==> config.mk <==
export PLATFORM = sky130hd
export DESIGN_NAME = ads_ctrl
export DESIGN_NICKNAME = d
export VERILOG_FILES = /design/src/hdl/ads_pkg.sv /design/src/hdl/ads_ctrl.sv /design/src/hdl/ads_phase_timer.sv /design/src/hdl/ads_pin_sync.sv
export SDC_FILE = /design/constraint.sdc
export NUM_CORES = 1
export LEC_CHECK = 0
export BUFFER_PORTS_ARGS = -buffer_cell sky130_fd_sc_hd__buf_2
export CORE_ASPECT_RATIO = 0.8
export CORE_UTILIZATION = 25
export CTS_BUF_LIST = sky130_fd_sc_hd__clkbuf_4 sky130_fd_sc_hd__clkbuf_8 sky130_fd_sc_hd__clkbuf_16
export DETAILED_ROUTE_END_ITERATION = 7
export PLACE_DENSITY = 0.45
export SETUP_SLACK_MARGIN = 0.05
export SYNTH_ARGS = -nofsm -noshare
export SYNTH_HDL_FRONTEND = slang
export SYNTH_HIERARCHICAL = 1
export SYNTH_SLANG_ARGS = --single-unit
export TNS_END_PERCENT = 20
==> constraint.sdc <==
create_clock -name sys_clk_i -period 3.08 [get_ports sys_clk_i]
set_input_delay 0.154 -clock sys_clk_i [delete_from_list [all_inputs] [get_ports sys_clk_i]]
set_output_delay 0.154 -clock sys_clk_i [all_outputs]
set_load 0.01 [all_outputs]
==> src/hdl/ads_pkg.sv <==
// ****************************************************************
// Shared constants of the converter start and power controller
// ****************************************************************
package ads_pkg;

  // ****************************************************************
  // Register map, byte offsets on the bus
  // ****************************************************************
  localparam int ADDR_W = 5;
  localparam logic [4:0] OFS_CSR = 5'h00;   // conv_control_status_reg
  localparam logic [4:0] OFS_CTRL = 5'h04;  // conv_control_reg
  localparam logic [4:0] OFS_STAT = 5'h08;  // Sticky event status
  localparam logic [4:0] OFS_CLR = 5'h0C;   // Write-one-to-clear
  localparam logic [4:0] OFS_ENA = 5'h10;   // Event enables
  localparam logic [4:0] OFS_RES = 5'h14;   // result_reg_a

  // Field positions
  localparam int CSR_START = 0;   // conv_start_bit
  localparam int CSR_CKS = 1;     // clock_select_bit
  localparam int CSR_PWR = 2;     // power_mode_bit
  localparam int CSR_BUSY = 3;
  localparam int CSR_APWR = 4;
  localparam int CSR_PRIMED = 5;
  localparam int CTRL_TRG_LSB = 0;  // trigger_select_lo, _hi above
  localparam int CTRL_CNT_LSB = 4;  // Extra consecutive conversions
  localparam int CNT_FIELD_W = 4;
  localparam int IRQ_END = 0;       // conv_end_flag
  localparam int IRQ_OVR = 1;       // Trigger while busy
  localparam int IRQ_W = 2;

  // Reset values
  localparam logic [7:0] CTRL_RST = 8'h00;
  localparam logic [1:0] IRQ_RST = 2'h0;

  // Trigger select codes
  localparam logic [1:0] TRG_NONE = 2'h0;
  localparam logic [1:0] TRG_TIMER = 2'h1;
  localparam logic [1:0] TRG_PIN = 2'h2;

  // ****************************************************************
  // Timing, in states; one state is one sys_clk period (40 ns)
  // ****************************************************************
  localparam int CLK_PER_STATE = 1;
  localparam int TD_X10 = 15;          // Start delay, tenths of a state
  localparam int TCONV0_X10 = 425;     // Whole conversion, select 0
  localparam int TCONV1_X10 = 825;     // Whole conversion, select 1
  localparam int TSPL0 = 20;           // Sampling, select 0
  localparam int TSPL1 = 40;           // Sampling, select 1
  localparam int WARM_STATES = 200;    // Analog warm-up
  localparam int NEXT0 = 20;           // Later operating time, select 0
  localparam int NEXT1 = 40;           // Later operating time, select 1
  localparam int BASIC_DIV0 = 2;       // States per basic clock, sel 0
  localparam int BASIC_DIV1 = 4;       // States per basic clock, sel 1
  localparam int LP_NEXT_BASIC = 10;   // Later conversion, basic clocks

  // Derived cycle counts; a least time rounds up
  localparam int TD_CYC = (TD_X10 * CLK_PER_STATE + 9) / 10;
  localparam int WARM_CYC = WARM_STATES * CLK_PER_STATE;
  localparam int SPL0_CYC = TSPL0 * CLK_PER_STATE;
  localparam int SPL1_CYC = TSPL1 * CLK_PER_STATE;
  localparam int TCP0_CYC =
    ((TCONV0_X10 - TD_X10 - 10 * TSPL0) * CLK_PER_STATE + 9) / 10;
  localparam int TCP1_CYC =
    ((TCONV1_X10 - TD_X10 - 10 * TSPL1) * CLK_PER_STATE + 9) / 10;
  localparam int NEXT0_CYC = NEXT0 * CLK_PER_STATE;
  localparam int NEXT1_CYC = NEXT1 * CLK_PER_STATE;

  // Sequencer states
  typedef enum logic [4:0] {
    ST_IDLE = 5'h01,
    ST_DELAY = 5'h02,
    ST_SAMPLE = 5'h04,
    ST_CONV = 5'h08,
    ST_NEXT = 5'h10
  } ads_state_t;

endpackage

==> src/hdl/ads_ctrl.sv <==
`timescale 1ns/100ps
`default_nettype none
module ads_ctrl #(
  parameter int CNT_W = 9,
  parameter int DATA_W = 10
) (
  input wire logic sys_clk_i,              // 25 MHz system clock
  input wire logic arst_n_i,               // Async reset, active low
  input wire logic [4:0] address_i,        // Avalon byte address
  input wire logic read_i,                 // Avalon read
  input wire logic write_i,                // Avalon write
  input wire logic [31:0] writedata_i,     // Avalon write data
  input wire logic [3:0] byteenable_i,     // Avalon byte enables
  output logic [31:0] readdata_o,          // Avalon read data
  output logic waitrequest_o,              // Avalon wait request
  input wire logic timer_trig_i,           // Timer start pulse
  input wire logic ext_trig_n_i,           // external_trigger_pin
  input wire logic [DATA_W-1:0] adc_data_i,  // Converted value
  output logic analog_power_o,             // Analog supply enable
  output logic sample_o,                   // Sample-and-hold active
  output logic convert_o,                  // Conversion active
  output logic irq_o                       // conv_end_interrupt
);
  // ****************************************************************
  // Declarations
  // ****************************************************************
  ads_pkg::ads_state_t state_reg, state_next;
  logic wait_reg, start_reg, cks_reg, pwr_reg, primed_reg, run_hs_reg;
  logic apwr_reg, sample_reg, convert_reg, irq_reg;
  logic [1:0] trg_reg;
  logic [ads_pkg::CNT_FIELD_W-1:0] cnt_field_reg, left_reg;
  logic [ads_pkg::IRQ_W-1:0] stat_reg, ena_reg, stat_next, evt;
  logic [DATA_W-1:0] result_reg;
  logic [31:0] rdata_reg, rd_mux;
  logic wr_acc, rd_take, sw_start, pin_fall, trig_fire, start_go;
  logic tmr_load, tmr_zero, capture, done_evt, busy;
  logic [CNT_W-1:0] tmr_val;
  logic [CNT_W-1:0] samp_cnt_reg;

  // Phase lengths minus one; the select bit sets the basic clock
  function automatic logic [CNT_W-1:0] spl_m1(input logic clock_select_bit);
    spl_m1 = CNT_W'(clock_select_bit ? ads_pkg::SPL1_CYC - 1 : ads_pkg::SPL0_CYC - 1);
  endfunction

  function automatic logic [CNT_W-1:0] tcp_m1(input logic clock_select_bit);
    tcp_m1 = CNT_W'(clock_select_bit ? ads_pkg::TCP1_CYC - 1 : ads_pkg::TCP0_CYC - 1);
  endfunction

  function automatic logic [CNT_W-1:0] nxt_m1(input logic clock_select_bit,
                                              input logic hs);
    int div;
    div = clock_select_bit ? ads_pkg::BASIC_DIV1 : ads_pkg::BASIC_DIV0;
    if (hs) begin
      nxt_m1 = CNT_W'(clock_select_bit ? ads_pkg::NEXT1_CYC - 1
                          : ads_pkg::NEXT0_CYC - 1);
    end else begin
      nxt_m1 = CNT_W'(ads_pkg::LP_NEXT_BASIC * div - 1);
    end
  endfunction

  // ****************************************************************
  // Avalon-MM slave, one wait state on every access
  // ****************************************************************
  assign wr_acc = write_i & ~wait_reg & byteenable_i[0];
  assign rd_take = read_i & wait_reg;

  // Waitrequest drops for exactly one cycle per request
  always_ff @(posedge sys_clk_i or negedge arst_n_i) begin
    if (!arst_n_i) begin
      wait_reg <= 1'b1;
    end else begin
      wait_reg <= ~((read_i | write_i) & wait_reg);
    end
  end

  // Read data is a snapshot taken one cycle before the answer
  always_comb begin
    rd_mux = 32'h0000_0000;
    case (address_i)
      ads_pkg::OFS_CSR: begin
        rd_mux[ads_pkg::CSR_START] = start_reg;
        rd_mux[ads_pkg::CSR_CKS] = cks_reg;
        rd_mux[ads_pkg::CSR_PWR] = pwr_reg;
        rd_mux[ads_pkg::CSR_BUSY] = busy;
        rd_mux[ads_pkg::CSR_APWR] = apwr_reg;
        rd_mux[ads_pkg::CSR_PRIMED] = primed_reg;
      end
      ads_pkg::OFS_CTRL: begin
        rd_mux[ads_pkg::CTRL_TRG_LSB +: 2] = trg_reg;
        rd_mux[ads_pkg::CTRL_CNT_LSB +: ads_pkg::CNT_FIELD_W] =
          cnt_field_reg;
      end
      ads_pkg::OFS_STAT: rd_mux[ads_pkg::IRQ_W-1:0] = stat_reg;
      ads_pkg::OFS_ENA: rd_mux[ads_pkg::IRQ_W-1:0] = ena_reg;
      ads_pkg::OFS_RES: rd_mux[DATA_W-1:0] = result_reg;
      default: rd_mux = 32'h0000_0000;
    endcase
  end

  always_ff @(posedge sys_clk_i or negedge arst_n_i) begin
    if (!arst_n_i) begin
      rdata_reg <= 32'h0000_0000;
    end else if (rd_take) begin
      rdata_reg <= rd_mux;
    end
  end

  // Mode bits; select and count are frozen while a run is active
  always_ff @(posedge sys_clk_i or negedge arst_n_i) begin
    if (!arst_n_i) begin
      cks_reg <= 1'b0;
      pwr_reg <= 1'b0;
      trg_reg <= ads_pkg::TRG_NONE;
      cnt_field_reg <= ads_pkg::CTRL_RST[ads_pkg::CTRL_CNT_LSB +:
                                         ads_pkg::CNT_FIELD_W];
      ena_reg <= ads_pkg::IRQ_RST;
    end else if (wr_acc) begin
      if (address_i == ads_pkg::OFS_CSR) begin
        if (!busy) begin
          cks_reg <= writedata_i[ads_pkg::CSR_CKS];
        end
        pwr_reg <= writedata_i[ads_pkg::CSR_PWR];
      end
      if (address_i == ads_pkg::OFS_CTRL) begin
        trg_reg <= writedata_i[ads_pkg::CTRL_TRG_LSB +: 2];
        if (!busy) begin
          cnt_field_reg <=
            writedata_i[ads_pkg::CTRL_CNT_LSB +: ads_pkg::CNT_FIELD_W];
        end
      end
      if (address_i == ads_pkg::OFS_ENA) begin
        ena_reg <= writedata_i[ads_pkg::IRQ_W-1:0];
      end
    end
  end

  // ****************************************************************
  // Start sources
  // ****************************************************************
  ads_pin_sync u_pin_sync (
    .sys_clk_i(sys_clk_i),
    .arst_n_i(arst_n_i),
    .pin_n_i(ext_trig_n_i),
    .fall_o(pin_fall)
  );

  assign trig_fire = (trg_reg == ads_pkg::TRG_TIMER & timer_trig_i) |
                     (trg_reg == ads_pkg::TRG_PIN & pin_fall);
  assign sw_start = wr_acc & (address_i == ads_pkg::OFS_CSR) &
                    writedata_i[ads_pkg::CSR_START];
  assign start_go = (state_reg == ads_pkg::ST_IDLE) &
                    (sw_start | trig_fire);
  assign busy = (state_reg != ads_pkg::ST_IDLE);

  // ****************************************************************
  // Conversion sequencer
  // ****************************************************************
  ads_phase_timer #(.CNT_W(CNT_W)) u_timer (
    .sys_clk_i(sys_clk_i),
    .arst_n_i(arst_n_i),
    .load_i(tmr_load),
    .value_i(tmr_val),
    .zero_o(tmr_zero)
  );

  assign capture = tmr_zero & (state_reg == ads_pkg::ST_CONV |
                               state_reg == ads_pkg::ST_NEXT);
  assign done_evt = capture & (left_reg == '0);

  // Next state and the length of the phase being entered
  always_comb begin
    state_next = state_reg;
    tmr_load = 1'b0;
    tmr_val = '0;
    case (state_reg)
      ads_pkg::ST_IDLE: begin
        if (start_go) begin
          state_next = ads_pkg::ST_DELAY;
          tmr_load = 1'b1;
          tmr_val = CNT_W'(ads_pkg::TD_CYC - 1);
          if (!primed_reg) begin
            tmr_val = CNT_W'(ads_pkg::TD_CYC + ads_pkg::WARM_CYC - 1);
          end
        end
      end
      ads_pkg::ST_DELAY: begin
        if (tmr_zero) begin
          state_next = ads_pkg::ST_SAMPLE;
          tmr_load = 1'b1;
          tmr_val = spl_m1(cks_reg);
        end
      end
      ads_pkg::ST_SAMPLE: begin
        if (tmr_zero) begin
          state_next = ads_pkg::ST_CONV;
          tmr_load = 1'b1;
          tmr_val = tcp_m1(cks_reg);
        end
      end
      ads_pkg::ST_CONV, ads_pkg::ST_NEXT: begin
        if (tmr_zero) begin
          if (left_reg == '0) begin
            state_next = ads_pkg::ST_IDLE;
          end else begin
            state_next = ads_pkg::ST_NEXT;
            tmr_load = 1'b1;
            tmr_val = nxt_m1(cks_reg, run_hs_reg);
          end
        end
      end
      default: state_next = ads_pkg::ST_IDLE;
    endcase
  end

  always_ff @(posedge sys_clk_i or negedge arst_n_i) begin
    if (!arst_n_i) begin
      state_reg <= ads_pkg::ST_IDLE;
    end else begin
      state_reg <= state_next;
    end
  end

  // Run bookkeeping: mode is latched at start, count per capture
  always_ff @(posedge sys_clk_i or negedge arst_n_i) begin
    if (!arst_n_i) begin
      left_reg <= '0;
      run_hs_reg <= 1'b0;
    end else if (start_go) begin
      left_reg <= cnt_field_reg;
      run_hs_reg <= pwr_reg;
    end else if (capture && left_reg != '0) begin
      left_reg <= left_reg - 1'b1;
    end
  end

  // Start bit: set by either source, cleared at end of run
  always_ff @(posedge sys_clk_i or negedge arst_n_i) begin
    if (!arst_n_i) begin
      start_reg <= 1'b0;
    end else if (start_go) begin
      start_reg <= 1'b1;
    end else if (done_evt) begin
      start_reg <= 1'b0;
    end
  end

  // Ready state survives only while high-speed power is kept on
  always_ff @(posedge sys_clk_i or negedge arst_n_i) begin
    if (!arst_n_i) begin
      primed_reg <= 1'b0;
    end else if (!pwr_reg) begin
      primed_reg <= 1'b0;
    end else if (done_evt && run_hs_reg) begin
      primed_reg <= 1'b1;
    end
  end

  // Result capture at the end of each operating phase
  always_ff @(posedge sys_clk_i or negedge arst_n_i) begin
    if (!arst_n_i) begin
      result_reg <= '0;
    end else if (capture) begin
      result_reg <= adc_data_i;
    end
  end

  // ****************************************************************
  // Analog side outputs, registered from next state
  // ****************************************************************
  always_ff @(posedge sys_clk_i or negedge arst_n_i) begin
    if (!arst_n_i) begin
      apwr_reg <= 1'b0;
      sample_reg <= 1'b0;
      convert_reg <= 1'b0;
    end else begin
      apwr_reg <= pwr_reg | (state_next != ads_pkg::ST_IDLE);
      sample_reg <= (state_next == ads_pkg::ST_SAMPLE);
      convert_reg <= (state_next == ads_pkg::ST_CONV) |
                     (state_next == ads_pkg::ST_NEXT);
    end
  end

  // ****************************************************************
  // Interrupt status, clear and enable
  // ****************************************************************
  assign evt[ads_pkg::IRQ_END] = done_evt;
  assign evt[ads_pkg::IRQ_OVR] = trig_fire & busy;

  // A new event in the clearing cycle wins over the clear
  always_comb begin
    stat_next = stat_reg;
    if (wr_acc && address_i == ads_pkg::OFS_CLR) begin
      stat_next = stat_reg & ~writedata_i[ads_pkg::IRQ_W-1:0];
    end
    stat_next = stat_next | evt;
  end

  always_ff @(posedge sys_clk_i or negedge arst_n_i) begin
    if (!arst_n_i) begin
      stat_reg <= ads_pkg::IRQ_RST;
      irq_reg <= 1'b0;
    end else begin
      stat_reg <= stat_next;
      irq_reg <= |(stat_next & ena_reg);
    end
  end

  assign readdata_o = rdata_reg;
  assign waitrequest_o = wait_reg;
  assign analog_power_o = apwr_reg;
  assign sample_o = sample_reg;
  assign convert_o = convert_reg;
  assign irq_o = irq_reg;

  // ****************************************************************
  // Checks
  // ****************************************************************
  // Phase cycle counter read only by the checks
  always_ff @(posedge sys_clk_i or negedge arst_n_i) begin
    if (!arst_n_i) begin
      samp_cnt_reg <= '0;
    end else if (state_next != state_reg || tmr_load) begin
      // A reload restarts the count, so back-to-back later phases work
      samp_cnt_reg <= '0;
    end else begin
      samp_cnt_reg <= samp_cnt_reg + 1'b1;
    end
  end

  a_start_power: assert property (
    @(posedge sys_clk_i) disable iff (!arst_n_i)
    $rose(start_reg) |-> analog_power_o)
    else $error("analog power not on with start");

  a_cold_delay: assert property (
    @(posedge sys_clk_i) disable iff (!arst_n_i)
    $rose(state_reg == ads_pkg::ST_DELAY) && !primed_reg |->
      ##201 state_reg == ads_pkg::ST_DELAY
      ##1 state_reg == ads_pkg::ST_SAMPLE)
    else $error("cold start delay is not 202 cycles");

  a_warm_delay: assert property (
    @(posedge sys_clk_i) disable iff (!arst_n_i)
    $rose(state_reg == ads_pkg::ST_DELAY) && primed_reg |->
      ##1 state_reg == ads_pkg::ST_DELAY
      ##1 state_reg == ads_pkg::ST_SAMPLE)
    else $error("warm start delay is not 2 cycles");

  a_sample_len: assert property (
    @(posedge sys_clk_i) disable iff (!arst_n_i)
    state_reg == ads_pkg::ST_SAMPLE && state_next != state_reg |->
      samp_cnt_reg == (cks_reg ? 9'h027 : 9'h013))
    else $error("sampling length wrong");

  a_conv_len: assert property (
    @(posedge sys_clk_i) disable iff (!arst_n_i)
    state_reg == ads_pkg::ST_CONV && state_next != state_reg |->
      samp_cnt_reg == (cks_reg ? 9'h028 : 9'h014))
    else $error("operating length wrong");

  a_next_len: assert property (
    @(posedge sys_clk_i) disable iff (!arst_n_i)
    state_reg == ads_pkg::ST_NEXT && tmr_zero |->
      samp_cnt_reg == (cks_reg ? 9'h027 : 9'h013))
    else $error("later conversion length wrong");

  a_end_clear: assert property (
    @(posedge sys_clk_i) disable iff (!arst_n_i)
    done_evt |=> !start_reg && stat_reg[ads_pkg::IRQ_END])
    else $error("end did not clear start or set flag");

  a_power_off: assert property (
    @(posedge sys_clk_i) disable iff (!arst_n_i)
    !pwr_reg && state_next == ads_pkg::ST_IDLE |=> !analog_power_o)
    else $error("analog power left on");

  a_power_hold: assert property (
    @(posedge sys_clk_i) disable iff (!arst_n_i)
    pwr_reg |=> analog_power_o)
    else $error("analog power dropped in high-speed mode");

  a_trig_start: assert property (
    @(posedge sys_clk_i) disable iff (!arst_n_i)
    trig_fire && !busy |=> start_reg &&
      state_reg == ads_pkg::ST_DELAY)
    else $error("trigger did not start conversion");

  a_irq_level: assert property (
    @(posedge sys_clk_i) disable iff (!arst_n_i)
    ##1 irq_o == |($past(stat_next) & $past(ena_reg)))
    else $error("interrupt does not follow status and enable");
endmodule // ads_ctrl
`default_nettype wire

==> src/hdl/ads_phase_timer.sv <==
`timescale 1ns/100ps
`default_nettype none
// ****************************************************************
// Down counter timing one sequencer phase
// ****************************************************************
module ads_phase_timer #(
  parameter int CNT_W = 9
) (
  input wire logic sys_clk_i,              // System clock
  input wire logic arst_n_i,               // Async reset, active low
  input wire logic load_i,                 // Load phase length
  input wire logic [CNT_W-1:0] value_i,    // Length minus one
  output logic zero_o                      // Last cycle of phase
);
  logic [CNT_W-1:0] cnt_reg;

  // Saturates at zero so an idle timer stays quiet
  always_ff @(posedge sys_clk_i or negedge arst_n_i) begin
    if (!arst_n_i) begin
      cnt_reg <= '0;
    end else if (load_i) begin
      cnt_reg <= value_i;
    end else if (cnt_reg != '0) begin
      cnt_reg <= cnt_reg - 1'b1;
    end
  end

  assign zero_o = (cnt_reg == '0);
endmodule // ads_phase_timer
`default_nettype wire

==> src/hdl/ads_pin_sync.sv <==
`timescale 1ns/100ps
`default_nettype none
// ****************************************************************
// Pin synchroniser with falling-edge detect
// ****************************************************************
module ads_pin_sync (
  input wire logic sys_clk_i,   // System clock
  input wire logic arst_n_i,    // Async reset, active low
  input wire logic pin_n_i,     // Asynchronous active-low pin
  output logic fall_o           // One-cycle pulse on assertion
);
  logic meta_reg;
  logic sync_reg;
  logic prev_reg;

  // Three flops; only the last two feed the edge detector
  always_ff @(posedge sys_clk_i or negedge arst_n_i) begin
    if (!arst_n_i) begin
      meta_reg <= 1'b1;
      sync_reg <= 1'b1;
      prev_reg <= 1'b1;
    end else begin
      meta_reg <= pin_n_i;
      sync_reg <= meta_reg;
      prev_reg <= sync_reg;
    end
  end

  // Falling edge means the pin was asserted
  assign fall_o = prev_reg & ~sync_reg;
endmodule // ads_pin_sync
`default_nettype wire

* After elaboration in Yosys (flattened, before gate mapping) *
Cells that the tools add are included.

cells by class
  bitwise operators = 27
  equality and inequality tests = 18
  multiply operators = 1
  muxes and demuxes = 36
  reduce and logical (&&, ||, !) cells = 19
  $add $sub $neg = 3

operators with widths
  kind                 number
  $mux 9               5
  $pmux 9 s4           1
  $mux 5               5
  $mux 6               4
  $eq 5x4->1 const B   4
  $eq 5x5->1 const B   4
  $pmux 5 s4           1
  $mux 8               2
  $eq 5x3->1 const B   3
  $and 1x1->1          13
  $ne 5x1->1 const B   2
  $pmux 2 s5           1
  $logic_not 9->1      1
  $reduce_bool 9->1    1
  $sub 9x1->9 const B  1
  $mux 1               8
  $mux 4               2
  $pmux 2 s2           2
  $sub 7x1->8 const B  1
  $mul 3x3->6 const A  1
  $or 1x1->1           6
  $pmux 2 s3           1
  $reduce_and 2->1     3
  $reduce_and 3->1     2
  19 further kinds     30

storage, ports and cells
  register bits = 61
  input bits = 57

* Logic depth before layout (Yosys ltp) *
  depth after elaboration = 11
  mapped depth = 12
  mapped depth without buffers = 10

* Cells and area by module *
The synthesis kept the hierarchy.

by module, submodules not included
  module           cells an instance  instances  area each (sq um)
  ads_ctrl         273                1          2,677.6
  ads_phase_timer  57                 1          534.3
  ads_pin_sync     4                  1          92.6

* Worst setup path before layout *
Ideal clock, no wire load.

  kind = reg-to-reg
  start = reg u_timer.cnt_reg[0]
  end = reg left_reg[3] in the netlist's numbering
  setup time = 82 ps
  stages on the path, launching flop included = 11
  arrival time = 2,743 ps
  path slack = 255 ps
  clock period less this slack = 2,825 ps
  cell sequence = dfrtp_1 -> inv_1 -> ha_1 -> or4b_1 -> buf_2 -> or2_4 -> inv_1 -> nor4b_1 -> nand3_1 -> or3_1 -> a31oi_1

between the ends
  word-level cells in the longest chain between the ends = 4

ends and longest elaborated chain
  element                      line                   source
  start: declaration           ads_phase_timer.sv:15  logic [CNT_W-1:0] cnt_reg;
  start signal: assignment     ads_phase_timer.sv:22  cnt_reg <= value_i;
  start signal: assignment     ads_phase_timer.sv:24  cnt_reg <= cnt_reg - 1'b1;
  $logic_not 9->1              ads_phase_timer.sv:28  assign zero_o = (cnt_reg == '0);
  via tmr_zero                 ads_ctrl.sv:36         logic tmr_load, tmr_zero, capture, done_evt, busy;
  $and 1x1->1                  ads_ctrl.sv:166        assign capture = tmr_zero & (state_reg == ads_pkg::ST_CONV |
  $logic_and 1x1->1            ads_ctrl.sv:231        end else if (capture && left_reg != '0) begin
  $reduce_bool 2->1 (no line)  n/a
  end signal: assignment       ads_ctrl.sv:229        left_reg <= cnt_field_reg;
  end signal: assignment       ads_ctrl.sv:232        left_reg <= left_reg - 1'b1;
  end: declaration             ads_ctrl.sv:31         logic [ads_pkg::CNT_FIELD_W-1:0] cnt_field_reg, left_reg;

The timed path passes the listed nets, and every way through them passes these cells.
A chain may end at the register's enable or synchronous reset.

* Final worst setup path *
  start = reg u_timer.cnt_reg[0]
  end = reg apwr_reg (netlist: analog_power_o)

between the ends
  word-level cells in the longest chain between the ends = 5
  elaborated cells on any way between the ends = 7
  those cells by class = eq/ne (1); mux (4); bitwise (1); reduce/logical (1)

ends and longest elaborated chain
  element                    line                                               source
  $logic_not 9->1 *          ads_phase_timer.sv:28
  via tmr_zero               ads_ctrl.sv:36
  $mux 5 (on tied branches)  ads_ctrl.sv:201, ads_ctrl.sv:187, ads_ctrl.sv:194
  $pmux 5 s4 *               ads_ctrl.sv:175                                    case (state_reg)
  via state_next[4]          ads_ctrl.sv:27                                     ads_pkg::ads_state_t state_reg, state_next;
  $ne 5x1->1 *               ads_ctrl.sv:276                                    apwr_reg <= pwr_reg | (state_next != ads_pkg::ST_IDLE);
  $or 1x1->1 *               ads_ctrl.sv:276
  end signal: assignment     ads_ctrl.sv:276
  end: declaration           ads_ctrl.sv:29                                     logic apwr_reg, sample_reg, convert_reg, irq_reg;

The timed path passes the listed nets; every way through them passes the cells marked *.

==> impl_metrics.yaml <==
run_status:
  status: "complete, no violations"
place:
  place.gp.congestion: 0.760
  place.port_buffers: 43
  placed_cells: 548
  hpwl_mm: 5.85
  place_area_um2: 3680
cells_and_area:
  finalInstanceArea_um2: 4080
  layout.nets: 452
  final_common_cell: "dfrtp_1"
  drive_gt1_share_pct: 27.9
  final_util_pct: 31.7
  fin_cells: 573
  mostFrequentLayoutCells: "56 x dfrtp_1, 55 x nand2_1, 43 x buf_2"
  n_antenna_cell: 0
  syn2layout_area_growth_pct: 23.3
floorplanning:
  dieArea_um2: 13700
  fp.dieH_um: 105
  start_util_pct: 25.7
  fp-row-count: 37
  io_pins: 94
  coreArea_um2: 12900
  fp.dieW_um: 131
global_routing:
  antenna_found_initial: 0
  grt_pass1_wl_mm: 13.2
  use_met1_pct: 18.7
  first_global_vias: 2533
  grtUsageMet3_pct: 3.53
  gr-usage-all-layers_pct: 12.8
  grt_max_degree: 38
  top_usage_layer: "met1"
  met2_usage_pct: 17.7
  grt-ovfl-total: 0
route:
  first_iter_violations: 110
  vias_per_cell: 4.59
  vias: 2629
  drc: 0
  drtPass1Iterations: 4
  drt-total-wl_mm: 8.03
  drtAntennaViolNets: 0
  wire_per_inst_um: 14.0
clocking:
  tritoncts: "yes"
  clk_pin_slew_ps: 50
  cts_num_sinks: 61
  clk-insertion-delay-late_ps: 330
  ctsLongestPathBuffers: 2
  cts-htree-levels: 3
  root_buffer: "clkbuf_16"
  numCtsBuffers: 9
synth:
  syn_inst: 334
  synth_enable_flop_cells: 0
  synth_top_cell_by_area: "dfrtp_1"
  yosysUniqueCellTypes: 63
  synth_flop_cell: "dfrtp_1"
  ys.warnings.count: 6
  seq_area_frac_synth_pct: 46.4
  synth-seq-cells: 61
  synth_top_area_share_pct: 42.4
  synthArstFlopShare_pct: 100
  synth.area.top_cells: "dfrtp_1 42%, nand2_1 6.2%, buf_4 5.0%"
  synth.cell_area_um2: 3300
  avgSynthCellArea_um2: 9.89
sta:
  worst_slew_pin_slew_ps: 616
  timing.final.hold_violations: 0
  setup_violations: 0
  period_needed_ps: 2850
  max_freq_mhz: 351
  min_period_over_period_pct: 92.4
  grt_setup_unrepaired: "true"
  fin_setup_tns_ps: 0
  timing.hold.ws_ps: 18.1
  drv_slew: 0
  slew_headroom_pct: 58.9
  fin_worst_skew_ps: 3.51
power_and_ir_drop:
  ir_drop_mv: 0.261
  p_leak_nw: 1.81
  powerDensity_nw_per_um2: 633
job:
  drv_cap: 0
worst_setup_path:
  crit_path_frequent_cell: "or4b_1"
  slowest_stage: "or4b_1"
  cpPeakStageDelay_ps: 510
  endpoint_kind: "register"
  arrival_ps: 3070
  startpoint_type: "register"
  crit_chain: "inv_1, ha_1, or4b_1, or2_4, clkinvlp_4, or4b_1, o32ai_2, nor4_1, o211ai_1"
  worstPathMaxFanout: 7
  cp_data_required_time_ps: 3310
  critPathKind: "reg2reg"
hold_path:
  min_path_type: "in2reg"
[critical path, delay by kind of cell (launching register included)]
family	cells	cell delay (ps)
simple gates	4	1370
buf+inv	2	230
compound gates	2	510
flops	1	390
fa+ha+maj	1	240
[path summary, 6_finish.rpt]
| path | startpoint | to | slack, ps | cells after the start |
|---|---|---|---|---|
| min in group asynchronous | arst_n_i | readdata_o[4]$_DFFE_PN0P_ | 380 | 2 |
| min | adc_data_i[3] | result_reg[3]$_DFFE_PN0P_ | 20 | 3 |
| min reg2reg | u_pin_sync/meta_reg$_DFF_PN1_ | u_pin_sync/sync_reg$_DFF_PN1_ | 360 | 0 |
| max reg2reg | u_timer/cnt_reg[0]$_DFFE_PN0P_ | analog_power_o$_DFF_PN0_ | 230 | 9 |
| max | u_timer/cnt_reg[0]$_DFFE_PN0P_ | analog_power_o$_DFF_PN0_ | 230 | 9 |
| max in group asynchronous | arst_n_i | u_pin_sync/sync_reg$_DFF_PN1_ | 2020 | 3 |
[synth_stat cells, drive strengths merged (3+ instances only)]
cell / count
a2111oi: 3
a211oi: 3
a21oi: 4
a22o: 3
a311o: 3
buf: 27
clkbuf: 8
dfrtp: 56
dfstp: 5
inv: 12
mux2: 13
mux2i: 8
nand2: 55
nand2b: 6
nand3: 6
nand3b: 3
nand4: 3
nor2: 13
nor2b: 3
nor3: 8
nor3b: 4
nor4: 4
o21ai: 21
o22ai: 3
o31ai: 6
or2: 4
or3: 5
or3b: 3
or4: 5
or4b: 3
xnor2: 5
[cell type report]
cell class              instances  area [µm²]
clock inverters                 4        47.5
well taps                     175         219
clock buffers                  12         254
repair buffers                 61         370
fillers                      1368        8790
inverters                      12        48.8
multi-input cells             248        1600
flip-flops and latches         61        1530
[metrics by stage]
stage	power, mW	worst slack [ps]
after floorplan	1.39	255
after global placement	1.54	73.9
after detailed placement	1.55	60.5
after CTS	2.59	65.8
after global routing	2.73	32.6
final	2.58	233
[cell families (layout without fill, tap and decap cells)]
| group | count (synthesis) | count (layout) | share of synthesized area, % |
|---|---|---|---|
| buf+inv | 47 | 89 | 8.10 |
| other cells | 1 | 23 | 0.113 |
| mux | 21 | 21 | 7.08 |
| flops | 61 | 61 | 46.4 |
| xor+xnor | 6 | 6 | 1.59 |
| compound gates | 65 | 65 | 14.0 |
| simple gates | 131 | 131 | 22.0 |
| fa+ha+maj | 2 | 2 | 0.757 |
[metal layers]
metal	routed length, µm	vias to the layer above
met4	118	0
met5	0	-
met2	3390	57
met1	4200	1281
met3	324	11
li1	-	1280
[power by group]
group	switching [mW]	internal, mW	total [mW]	leakage (nW)
registers	0.111	0.916	1.03	0.751
logic	0.277	0.252	0.530	0.915
clock network	0.360	0.663	1.02	0.149
[what timing repair did]
| item | 4_1_cts | 5_1_grt |
|---|---|---|
| gates cloned | 0 | 0 |
| resized for setup | 1 | 3 |
| endpoints found under the setup margin | 3 | 18 |
| hold buffers | 3 | 0 |
| hold endpoints to repair | 25 | 0 |
| buffers inserted | 0 | 6 |
Power figures use the tool's default switching activity.
